===== src/rtl/sitb_pkg.sv =====
package sitb_pkg;
  localparam int unsigned TRIM_W    = 8;
  localparam int unsigned NUM_TRIM  = 7;
  localparam int unsigned SLOT_W    = 3;
  localparam int unsigned ADDR_W    = 12;
  localparam int unsigned IDX_W     = 10;
  localparam int unsigned DATA_W    = 32;
  localparam int unsigned TRIM_LSB  = 0;
  localparam int unsigned IDX_LSB   = 2;

  // Register indices; byte address is four times the index
  localparam logic [IDX_W-1:0] IDX_A_SINGLE_FORE_PH90 = 10'h080;
  localparam logic [IDX_W-1:0] IDX_B_SINGLE_FORE_PH0  = 10'h081;
  localparam logic [IDX_W-1:0] IDX_A_SINGLE_BACK_PH90 = 10'h082;
  localparam logic [IDX_W-1:0] IDX_C_SINGLE_BACK_PH0  = 10'h083;
  localparam logic [IDX_W-1:0] IDX_C_SINGLE_BACK_PH90 = 10'h084;
  localparam logic [IDX_W-1:0] IDX_B_SINGLE_BACK_PH0  = 10'h085;
  localparam logic [IDX_W-1:0] IDX_A_DUAL_CHANNEL     = 10'h086;
  localparam logic [IDX_W-1:0] IDX_FIRST              = IDX_A_SINGLE_FORE_PH90;
  localparam logic [IDX_W-1:0] IDX_LAST               = IDX_A_DUAL_CHANNEL;

  // Storage slots, one per register, in index order
  localparam logic [SLOT_W-1:0] SLOT_A_FORE_PH90 = 3'h0;
  localparam logic [SLOT_W-1:0] SLOT_B_FORE_PH0  = 3'h1;
  localparam logic [SLOT_W-1:0] SLOT_A_BACK_PH90 = 3'h2;
  localparam logic [SLOT_W-1:0] SLOT_C_BACK_PH0  = 3'h3;
  localparam logic [SLOT_W-1:0] SLOT_C_BACK_PH90 = 3'h4;
  localparam logic [SLOT_W-1:0] SLOT_B_BACK_PH0  = 3'h5;
  localparam logic [SLOT_W-1:0] SLOT_A_DUAL      = 3'h6;

  localparam logic [TRIM_W-1:0] TRIM_IDLE  = 8'h00;
  localparam logic [DATA_W-1:0] RDATA_IDLE = 32'h0000_0000;

  typedef enum logic [1:0] {
    SITB_CORE_A = 2'h0,
    SITB_CORE_B = 2'h1,
    SITB_CORE_C = 2'h2
  } sitb_core_t;

  typedef enum logic [1:0] {
    SITB_SINGLE_FORE    = 2'b00,
    SITB_SINGLE_BACK_P0 = 2'b01,
    SITB_SINGLE_BACK_P90 = 2'b11,
    SITB_DUAL           = 2'b10
  } sitb_mode_t;

  typedef logic [NUM_TRIM-1:0][TRIM_W-1:0] sitb_trims_t;
endpackage


===== src/rtl/sitb_reg_if.sv =====
`timescale 1ns/100ps
interface sitb_reg_if;
  import sitb_pkg::*;
  logic                wr;
  logic [IDX_W-1:0]    idx;
  logic [TRIM_W-1:0]   wdata;
  logic [TRIM_W-1:0]   rdata;
  logic                hit;
  modport bus (output wr, idx, wdata, input rdata, hit);
  modport regs (input wr, idx, wdata, output rdata, hit);
endinterface


===== src/rtl/sitb_apb_slave.sv =====
`timescale 1ns/100ps
module sitb_apb_slave
  import sitb_pkg::*;
(
  input  wire logic              clk,
  input  wire logic              rst_n,
  input  wire logic              ce,
  input  wire logic              psel,
  input  wire logic              penable,
  input  wire logic              pwrite,
  input  wire logic [ADDR_W-1:0] paddr,
  input  wire logic [DATA_W-1:0] pwdata,
  input  wire logic [3:0]        pstrb,
  output logic      [DATA_W-1:0] prdata,
  output logic                   pready,
  output logic                   pslverr,
  sitb_reg_if.bus                rif
);
  logic              pready_r,  pready_nxt;
  logic              pslverr_r, pslverr_nxt;
  logic [DATA_W-1:0] prdata_r,  prdata_nxt;
  logic              ok;

  // Misaligned or unmapped addresses answer with an error and change nothing
  assign ok        = rif.hit && (paddr[1:0] == 2'b00);
  assign rif.idx   = paddr[ADDR_W-1:IDX_LSB];
  assign rif.wdata = pwdata[TRIM_W-1:0];
  // Lane 0 holds the whole field; other lanes carry no storage
  assign rif.wr    = ce && psel && penable && pready_r && pwrite && ok && pstrb[0];

  // Answer is prepared in the setup cycle so PREADY leaves a flop
  always_comb begin
    pready_nxt  = psel && !penable;
    pslverr_nxt = psel && !penable && !ok;
    prdata_nxt  = RDATA_IDLE;
    if (psel && !penable && !pwrite && ok) begin
      prdata_nxt[TRIM_W-1:0] = rif.rdata;
    end
  end

  always_ff @(posedge clk) begin
    if (!rst_n) begin
      pready_r  <= 1'b0;
      pslverr_r <= 1'b0;
      prdata_r  <= RDATA_IDLE;
    end else if (ce) begin
      pready_r  <= pready_nxt;
      pslverr_r <= pslverr_nxt;
      prdata_r  <= prdata_nxt;
    end
  end

  assign pready  = pready_r;
  assign pslverr = pslverr_r;
  assign prdata  = prdata_r;
endmodule


===== src/rtl/sitb_core_sel.sv =====
`timescale 1ns/100ps
module sitb_core_sel
  import sitb_pkg::*;
#(
  parameter sitb_core_t CORE = SITB_CORE_A
) (
  input  wire logic              clk,
  input  wire logic              rst_n,
  input  wire logic              ce,
  input  wire sitb_mode_t        mode,
  input  wire sitb_trims_t       trims,
  output logic      [TRIM_W-1:0] delay,
  output logic                   active
);
  logic [TRIM_W-1:0] delay_r,  delay_nxt;
  logic              active_r, active_nxt;
  logic [SLOT_W-1:0] slot;

  always_comb begin
    slot       = SLOT_A_FORE_PH90;
    active_nxt = 1'b0;
    unique case (mode)
      SITB_SINGLE_FORE: begin
        if (CORE == SITB_CORE_A) begin
          slot       = SLOT_A_FORE_PH90;
          active_nxt = 1'b1;
        end else if (CORE == SITB_CORE_B) begin
          slot       = SLOT_B_FORE_PH0;
          active_nxt = 1'b1;
        end
      end
      SITB_SINGLE_BACK_P0: begin
        if (CORE == SITB_CORE_C) begin
          slot       = SLOT_C_BACK_PH0;
          active_nxt = 1'b1;
        end else if (CORE == SITB_CORE_B) begin
          slot       = SLOT_B_BACK_PH0;
          active_nxt = 1'b1;
        end
      end
      SITB_SINGLE_BACK_P90: begin
        if (CORE == SITB_CORE_A) begin
          slot       = SLOT_A_BACK_PH90;
          active_nxt = 1'b1;
        end else if (CORE == SITB_CORE_C) begin
          slot       = SLOT_C_BACK_PH90;
          active_nxt = 1'b1;
        end
      end
      SITB_DUAL: begin
        if (CORE == SITB_CORE_A) begin
          slot       = SLOT_A_DUAL;
          active_nxt = 1'b1;
        end
      end
    endcase
    delay_nxt = active_nxt ? trims[slot] : TRIM_IDLE;
  end

  always_ff @(posedge clk) begin
    if (!rst_n) begin
      delay_r  <= TRIM_IDLE;
      active_r <= 1'b0;
    end else if (ce) begin
      delay_r  <= delay_nxt;
      active_r <= active_nxt;
    end
  end

  assign delay  = delay_r;
  assign active = active_r;
endmodule


===== src/rtl/sitb_trim_bank.sv =====
// Register access over APB was left to the implementer.
`timescale 1ns/100ps
module sitb_trim_bank
  import sitb_pkg::*;
(
  input  wire logic                CLK_SYS,
  input  wire logic                RESET_N,
  input  wire logic                CE,
  input  wire logic                PSEL,
  input  wire logic                PENABLE,
  input  wire logic                PWRITE,
  input  wire logic [ADDR_W-1:0]   PADDR,
  input  wire logic [DATA_W-1:0]   PWDATA,
  input  wire logic [3:0]          PSTRB,
  output logic      [DATA_W-1:0]   PRDATA,
  output logic                     PREADY,
  output logic                     PSLVERR,
  input  wire sitb_trims_t         FACTORY_TRIM,
  input  wire logic                MODE_DUAL,
  input  wire logic                CAL_BACKGROUND,
  input  wire logic                CAL_PHASE90,
  output logic      [TRIM_W-1:0]   CORE_A_DELAY,
  output logic      [TRIM_W-1:0]   CORE_B_DELAY,
  output logic      [TRIM_W-1:0]   CORE_C_DELAY,
  output logic                     CORE_A_ACTIVE,
  output logic                     CORE_B_ACTIVE,
  output logic                     CORE_C_ACTIVE
);
  sitb_reg_if rif ();

  sitb_trims_t       trim_r, trim_nxt;
  logic              load_pend_r, load_pend_nxt;
  sitb_mode_t        mode_r, mode_nxt;
  logic [SLOT_W-1:0] wslot;
  logic              in_range;

  sitb_apb_slave u_apb (
    .clk     (CLK_SYS),
    .rst_n   (RESET_N),
    .ce      (CE),
    .psel    (PSEL),
    .penable (PENABLE),
    .pwrite  (PWRITE),
    .paddr   (PADDR),
    .pwdata  (PWDATA),
    .pstrb   (PSTRB),
    .prdata  (PRDATA),
    .pready  (PREADY),
    .pslverr (PSLVERR),
    .rif     (rif.bus)
  );

  assign in_range  = (rif.idx >= IDX_FIRST) && (rif.idx <= IDX_LAST);
  assign wslot     = SLOT_W'(rif.idx - IDX_FIRST);
  assign rif.hit   = in_range;
  assign rif.rdata = in_range ? trim_r[wslot] : TRIM_IDLE;

  // Factory values are caught by a clocked load after release, never by the reset branch
  always_comb begin
    trim_nxt      = trim_r;
    load_pend_nxt = 1'b0;
    if (load_pend_r) begin
      trim_nxt = FACTORY_TRIM;
    end else if (rif.wr) begin
      trim_nxt[wslot] = rif.wdata;
    end
  end

  always_ff @(posedge CLK_SYS) begin
    if (!RESET_N) begin
      trim_r      <= '0;
      load_pend_r <= 1'b1;
    end else if (CE) begin
      trim_r      <= trim_nxt;
      load_pend_r <= load_pend_nxt;
    end
  end

  // Dual-channel mode overrides the calibration choice; phase only matters in background
  always_comb begin
    if (MODE_DUAL) begin
      mode_nxt = SITB_DUAL;
    end else if (!CAL_BACKGROUND) begin
      mode_nxt = SITB_SINGLE_FORE;
    end else if (CAL_PHASE90) begin
      mode_nxt = SITB_SINGLE_BACK_P90;
    end else begin
      mode_nxt = SITB_SINGLE_BACK_P0;
    end
  end

  always_ff @(posedge CLK_SYS) begin
    if (!RESET_N) begin
      mode_r <= SITB_SINGLE_FORE;
    end else if (CE) begin
      mode_r <= mode_nxt;
    end
  end

  sitb_core_sel #(.CORE(SITB_CORE_A)) u_core_a (
    .clk    (CLK_SYS),
    .rst_n  (RESET_N),
    .ce     (CE),
    .mode   (mode_r),
    .trims  (trim_r),
    .delay  (CORE_A_DELAY),
    .active (CORE_A_ACTIVE)
  );

  sitb_core_sel #(.CORE(SITB_CORE_B)) u_core_b (
    .clk    (CLK_SYS),
    .rst_n  (RESET_N),
    .ce     (CE),
    .mode   (mode_r),
    .trims  (trim_r),
    .delay  (CORE_B_DELAY),
    .active (CORE_B_ACTIVE)
  );

  sitb_core_sel #(.CORE(SITB_CORE_C)) u_core_c (
    .clk    (CLK_SYS),
    .rst_n  (RESET_N),
    .ce     (CE),
    .mode   (mode_r),
    .trims  (trim_r),
    .delay  (CORE_C_DELAY),
    .active (CORE_C_ACTIVE)
  );
endmodule


===== config.mk =====
export PLATFORM = sky130hd
export DESIGN_NAME = sitb_trim_bank
export DESIGN_NICKNAME = d
export VERILOG_FILES = /design/src/rtl/sitb_pkg.sv /design/src/rtl/sitb_reg_if.sv /design/src/rtl/sitb_apb_slave.sv /design/src/rtl/sitb_core_sel.sv /design/src/rtl/sitb_trim_bank.sv
export SDC_FILE = /design/constraint.sdc
export NUM_CORES = 1
export LEC_CHECK = 0
export ABC_AREA = 1
export BUFFER_PORTS_ARGS = -buffer_cell sky130_fd_sc_hd__buf_2
export CORE_MARGIN = 2
export CORE_UTILIZATION = 52
export DETAILED_ROUTE_END_ITERATION = 8
export MAX_ROUTING_LAYER = met4
export PLACE_DENSITY = 0.81
export SETUP_SLACK_MARGIN = 0.15
export SYNTH_ARGS = -nofsm -noshare
export SYNTH_HDL_FRONTEND = slang
export SYNTH_SLANG_ARGS = --single-unit
export TNS_END_PERCENT = 1

===== constraint.sdc =====
create_clock -name CLK_SYS -period 1.6 [get_ports CLK_SYS]
set_input_delay 0.16 -clock CLK_SYS [delete_from_list [all_inputs] [get_ports CLK_SYS]]
set_output_delay 0.16 -clock CLK_SYS [all_outputs]
set_load 0.02 [all_outputs]

# Word-level counts from Yosys, hierarchy flattened
# Index checks and enable logic that the tools add are counted.
[totals]
register_bits = 96
out_inout_bits = 61
wordCells = 79
[op_classes]
n_addsub = 1
n_lt_le_gt_ge = 7
eq_ne = 3
n_mux = 27
n_reduce_logical = 23
[ops]
columns = ["cell", "count"]
rows = [
  ["two-way mux 56 bit", 2],
  ["binary-select mux 8 bit (select 3 bit)", 4],
  ["two-way mux 8 bit", 10],
  ["bitwise mux 56 bit", 1],
  ["demux 8 bit (select 3 bit)", 1],
  ["one-hot mux 3 bit (2 select lines)", 3],
  ["less-than comparator 3 x 4 -> 1 bit (second input constant)", 4],
  ["logical AND 1 bit", 13],
  ["greater-or-equal comparator 10 x 8 -> 1 bit (second input constant)", 1],
  ["<= comparator 10 x 8 -> 1 bit (second input constant)", 1],
  ["two-way mux 2 bit", 3],
  ["equality test 2 bit (second input constant)", 2],
  ["logical NOT 2 bit", 2],
  ["OR reduction 2 bit", 2],
  ["greater-or-equal comparator 3 x 1 -> 1 bit (second input constant)", 1],
  ["logical NOT 1 bit", 3],
  ["two-way mux 1 bit", 3],
  ["OR reduction 3 bit", 1],
  ["subtractor 3 x 1 -> 3 bit (second input constant)", 1],
  ["equality test 2 x 1 -> 1 bit (second input constant)", 1],
  ["AND reduction 2 bit", 1],
  ["nonzero test 2 bit", 1],
]

# Longest topological paths before layout
[logic_depth]
word_depth = 8
ltp_mapped = 11
ltp_nobuf = 9

# By module
# From an unflattened synthesis, not the netlist that was laid out.
[hier_totals]
cells_unflattened = 988
hier_area_um2 = 5998.3
[by_module_without_submodules]
columns = ["module", "instances", "cells_each", "area_per_inst_um2"]
rows = [
  ["sitb_trim_bank", 1, 683, 3806.2],
  ["sitb_apb_slave", 1, 97, 755.7],
  ["sitb_core_sel at u_core_a", 1, 75, 511.7],
  ["sitb_core_sel at u_core_c", 1, 67, 475.5],
  ["sitb_core_sel at u_core_b", 1, 66, 449.2],
]

# Least setup slack after synthesis
# Ideal clock, no wire load.
[synth_path]
path_type = "register -> register"
startpoint = "register u_apb.pready_r, in the netlist u_apb.pready"
endpoint = "register trim_r[15] in the netlist's numbering"
setup_ps = 110
arrival_ps = 1332
slack_ps = 158
stages_incl_launch_ff = 10
period_less_slack_ps = 1442
path_cell_list = "dfxtp_1 -> nand2_1 -> nor2_1 -> nand4_2 -> nand2_4 -> buf_6 -> buf_6 -> nand4_1 -> nand2_1 -> nor2_1"
[synth_via]
elab_chain_len = 6
[synth_rtl]
columns = ["item", "line_no", "text"]
rows = [
  ["start, declared", "sitb_apb_slave.sv:19", "logic pready_r, pready_nxt;"],
  ["start signal, assigned", "sitb_apb_slave.sv:47", "pready_r <= pready_nxt;"],
  ["logical AND 1 bit (4 in series)", "sitb_apb_slave.sv:29", "assign rif.wr = ce && psel && penable && pready_r && pwrite && ok && pstrb[0];"],
  ["nonzero test 2 bit (no source line)", "-", ""],
  ["AND reduction 2 bit (no source line)", "-", ""],
  ["end signal, assigned", "sitb_trim_bank.sv:74", "trim_r <= trim_nxt;"],
  ["end, declared", "sitb_trim_bank.sv:31", "sitb_trims_t trim_r, trim_nxt;"],
]
# Every way passes these cells.
# A chain may end at the register's enable or synchronous reset.

# Worst setup path in the final report
[layout_path]
startpoint = "register u_apb.pready_r, in the netlist u_apb.pready"
endpoint = "register trim_r[16] in the netlist's numbering"
# The elaborated chain is that of the path after synthesis.

==> impl_results.rst <==
.. list-table::
   :header-rows: 1

   * - Metric
     - Value
   * - Worst-margin pin slew
     - 0.511 ns
   * - Clock Root Buffer
     - sky130_fd_sc_hd__clkbuf_8
   * - Fin crit period
     - 1.42 ns
   * - Most frequent cell after synthesis
     - sky130_fd_sc_hd__nand2_1
   * - Flops & latches, synth
     - between 90 and 100
   * - Starting DRT DRC Count
     - 552
   * - Reg-to-reg critical path startpoint
     - u_apb.pready$_SDFFE_PN0P_
   * - Number of library cell types mapped by synthesis
     - 33
   * - Worst Path Class, Setup
     - reg2reg
   * - Total detailed-routing wirelength
     - approximately 18,000 µm
   * - Clk Latency, worst-skew pair
     - 0.37 ns
   * - Max-slew headroom
     - 0.658
   * - Detailed-route DRC error count
     - 0
   * - Die height
     - between 100 and 150 µm
   * - Run status
     - completed
   * - CTS tree
     - yes
   * - Synth-to-Final Area Change
     - 21.0%
   * - Overall power of the completed layout
     - roughly 0.0057 W
   * - Number of diodes
     - 0
   * - Post-route ant nets
     - 0
   * - Largest net degree at the start of global routing
     - 58
   * - Wirelength per Cell
     - 15.5 µm
   * - Setup violation total in the final timing report
     - 0
   * - Reg2Reg Depth
     - 9
   * - Number of antenna violations at the first check in global routing
     - 0
   * - GRT overflow
     - 0
   * - Most frequent cells after synthesis
     - sky130_fd_sc_hd__nand2_1 (207), sky130_fd_sc_hd__inv_1 (139), sky130_fd_sc_hd__nor2_1 (115), sky130_fd_sc_hd__dfxtp_1 (96), sky130_fd_sc_hd__a21oi_1 (70)
   * - Synth Area per Inst
     - around 6.4 µm²
   * - Post-CTS clock slew at the launch and capture registers of the worst setup and hold paths
     - approximately 0.09 ns
   * - Worst IR drop on VDD
     - roughly 430 µV
   * - Worst slack after detailed placement
     - 0.0632 ns
   * - Number of vias per cell after detailed routing
     - roughly 5.3
   * - Leakage power of the design
     - roughly 3.5 nW
   * - First-pass GRT wire length
     - 26,800 µm
   * - PD cells
     - about 830 mW/mm²
   * - Post-synthesis cell area
     - 0.00569 mm²
   * - Number of warning messages in the yosys log
     - 0
   * - Register-to-register setup slack
     - 0.18 ns
   * - Setup crit end
     - trim_r[16]$_SDFFE_PN0P_
   * - Vias in the first global route
     - 5,129
   * - Worst-path maximum fanout
     - 8
   * - Setup repair after global routing missed its margin
     - true
   * - CORE AREA
     - 0.0107 mm²
   * - Most common flop cell mapped by yosys
     - sky130_fd_sc_hd__dfxtp_1
   * - Final critical-path setup slack
     - about 0.18 ns
   * - Count of flip-flops with a built-in enable after synthesis
     - 0
   * - Asr flop ratio synth
     - 0
   * - Post-synth top area share
     - 0.338
   * - End-of-flow core utilization
     - 0.641
   * - CTS sink count
     - 96
   * - H-tree levels
     - 3
   * - Final slew viol count
     - 0
   * - RePlAce Congestion
     - 0.999
   * - Classification of the worst-slack hold path
     - in2reg
   * - Ranking of synthesized cells by area
     - sky130_fd_sc_hd__dfxtp_1 (34%), sky130_fd_sc_hd__nand2_1 (14%), sky130_fd_sc_hd__inv_1 (9.2%)
   * - Worst Setup End Kind
     - flop
   * - Number of instances in the synthesized netlist
     - 887
   * - Initial Utilization
     - 0.530
   * - Count of hold buffers inserted by post-cts repair
     - 0
   * - Crit Reg-Reg Endpoint
     - trim_r[16]$_SDFFE_PN0P_
   * - Vias after detailed routing
     - 6,178
   * - Maximum Capacitance Violations
     - 0
   * - Number of optimization iterations in the first detailed-route pass
     - 5
   * - Achievable frequency
     - 704 MHz
   * - Required time at the endpoint of the critical path
     - 1.87 ns
   * - Instance count after placement with tap cells included
     - 1,140
   * - Ratio of cells with drive above 1 in the final layout
     - 0.210
   * - Estimated wirelength of the detail-placed design
     - 13,100 µm
   * - Final clock skew
     - 0.00967 ns
   * - Placement Rows
     - 38
   * - Final clock period utilization by the worst path
     - 0.888
   * - Final hold violation count
     - 0
   * - Final-layout setup total negative slack
     - 0 ns
   * - Overall global routing resource usage
     - 0.306
   * - Net total in the final layout
     - 1,129
   * - Total I/O pin count
     - about 170
   * - Biggest area consumer among synthesized cells
     - sky130_fd_sc_hd__dfxtp_1
   * - Chip Width
     - roughly 110 µm
   * - Buffer levels on the longest clock path
     - 2
   * - Launching instance or port of the critical path
     - u_apb.pready$_SDFFE_PN0P_
   * - Sequential share of the synthesized area
     - 0.338
   * - Non-filler cells, final
     - roughly 1,200
   * - Die area
     - 0.0118 mm²
   * - IO Port Bufs
     - 122
   * - Sort of element at the start of the critical path
     - flop
   * - Data arrival at the endpoint of the critical path
     - between 1.5 and 2 ns
   * - Number of buffers inserted during clock tree synthesis
     - 9
## cell families (layout without fill, tap and decap cells)
group,count (synthesis),in the layout,synth area share
and+or+nand+nor,421,421,0.326
AOI/OAI and AO/OA,155,155,0.167
DFF,96,96,0.338
other,1,24,0.000659
buffers and inverters,214,325,0.169
## repair_timing
item	4_1_cts	5_1_grt
pin swaps	0	3
endpoints found under the hold margin	0	0
cloned	0	3
resized for setup	1	28
endpoints found under the setup margin	53	58
setup buffers	0	2
## state kept, by name, indices dropped and copies added (netlist names)
signal / cells
load_pend_r: 1
mode_r: 2
trim_r: 56
u_apb.prdata: 8
u_apb.pready: 1
u_apb.pslverr: 1
u_core_a.active: 1
u_core_a.delay: 8
u_core_b.active: 1
u_core_b.delay: 8
u_core_c.active: 1
u_core_c.delay: 8
## worst min-delay path by stage
stage	start	to	cells after the start
floorplan	CAL_BACKGROUND	mode_r[0]$_SDFFE_PN0P_	2
global placement	u_core_c.active$_SDFFE_PN0P_	u_core_c.active$_SDFFE_PN0P_	2
detailed placement	u_core_a.delay[2]$_SDFFE_PN0P_	u_core_a.delay[2]$_SDFFE_PN0P_	2
CTS	CAL_PHASE90	mode_r[1]$_SDFFE_PN0P_	3
global route	CAL_PHASE90	mode_r[1]$_SDFFE_PN0P_	3
finish	CAL_PHASE90	mode_r[1]$_SDFFE_PN0P_	3
## cell usage in the layout (no fill, tap or decap), drive strengths merged
cell type,instances
a21oi,70
a22oi,40
and2,1
buf,161
bufinv,1
clkbuf,15
clkinv,5
conb,24
dfxtp,96
inv,143
nand2,214
nand3,28
nand3b,1
nand4,57
nor2,118
nor3,2
o211ai,3
o21ai,19
o221ai,13
o22ai,9
o31ai,1
## cell type report
cell class	count	area, µm²
Timing Repair Buffer	164	1060
Fill cell	1008	3860
Clock inverter	4	52.6
Tap cell	140	175
Inverter	145	549
Sequential cell	96	1920
Clock buffer	12	155
Multi-Input combinational cell	600	2970
## metal layers
metal  global-route usage  part of all wire
met2                0.441              0.44
met5                    -                 0
met1                0.449              0.46
met4               0.0934             0.017
met3               0.0365             0.087
## metrics by stage
step	hold slack [ns]	instance area, µm²
final	0.0873	6890
after global routing	0.0856	6890
after CTS	0.0754	6690
after detailed placement	0.453	6480
after global placement	0.446	6480
after floorplan	0.322	5780
## critical path: stages (launching register included)
cell	delay, ns
sky130_fd_sc_hd__dfxtp_2	0.36
sky130_fd_sc_hd__nand2_2	0.06
sky130_fd_sc_hd__nor2_4	0.10
sky130_fd_sc_hd__nand4_4	0.12
sky130_fd_sc_hd__nand2_4	0.14
sky130_fd_sc_hd__buf_12	0.16
sky130_fd_sc_hd__clkbuf_16	0.14
sky130_fd_sc_hd__nand4_1	0.10
sky130_fd_sc_hd__nand2_1	0.10
sky130_fd_sc_hd__nor2_1	0.04
## where the power goes
group	switching, W	total (W)	internal [W]	leakage (nW)
Sequential	0.000110	0.00265	0.00254	0.787
Clock	0.000842	0.00165	0.000812	0.107
Combinational	0.000888	0.00140	0.000511	2.56
No activity file was read; power rests on OpenSTA's default activity.
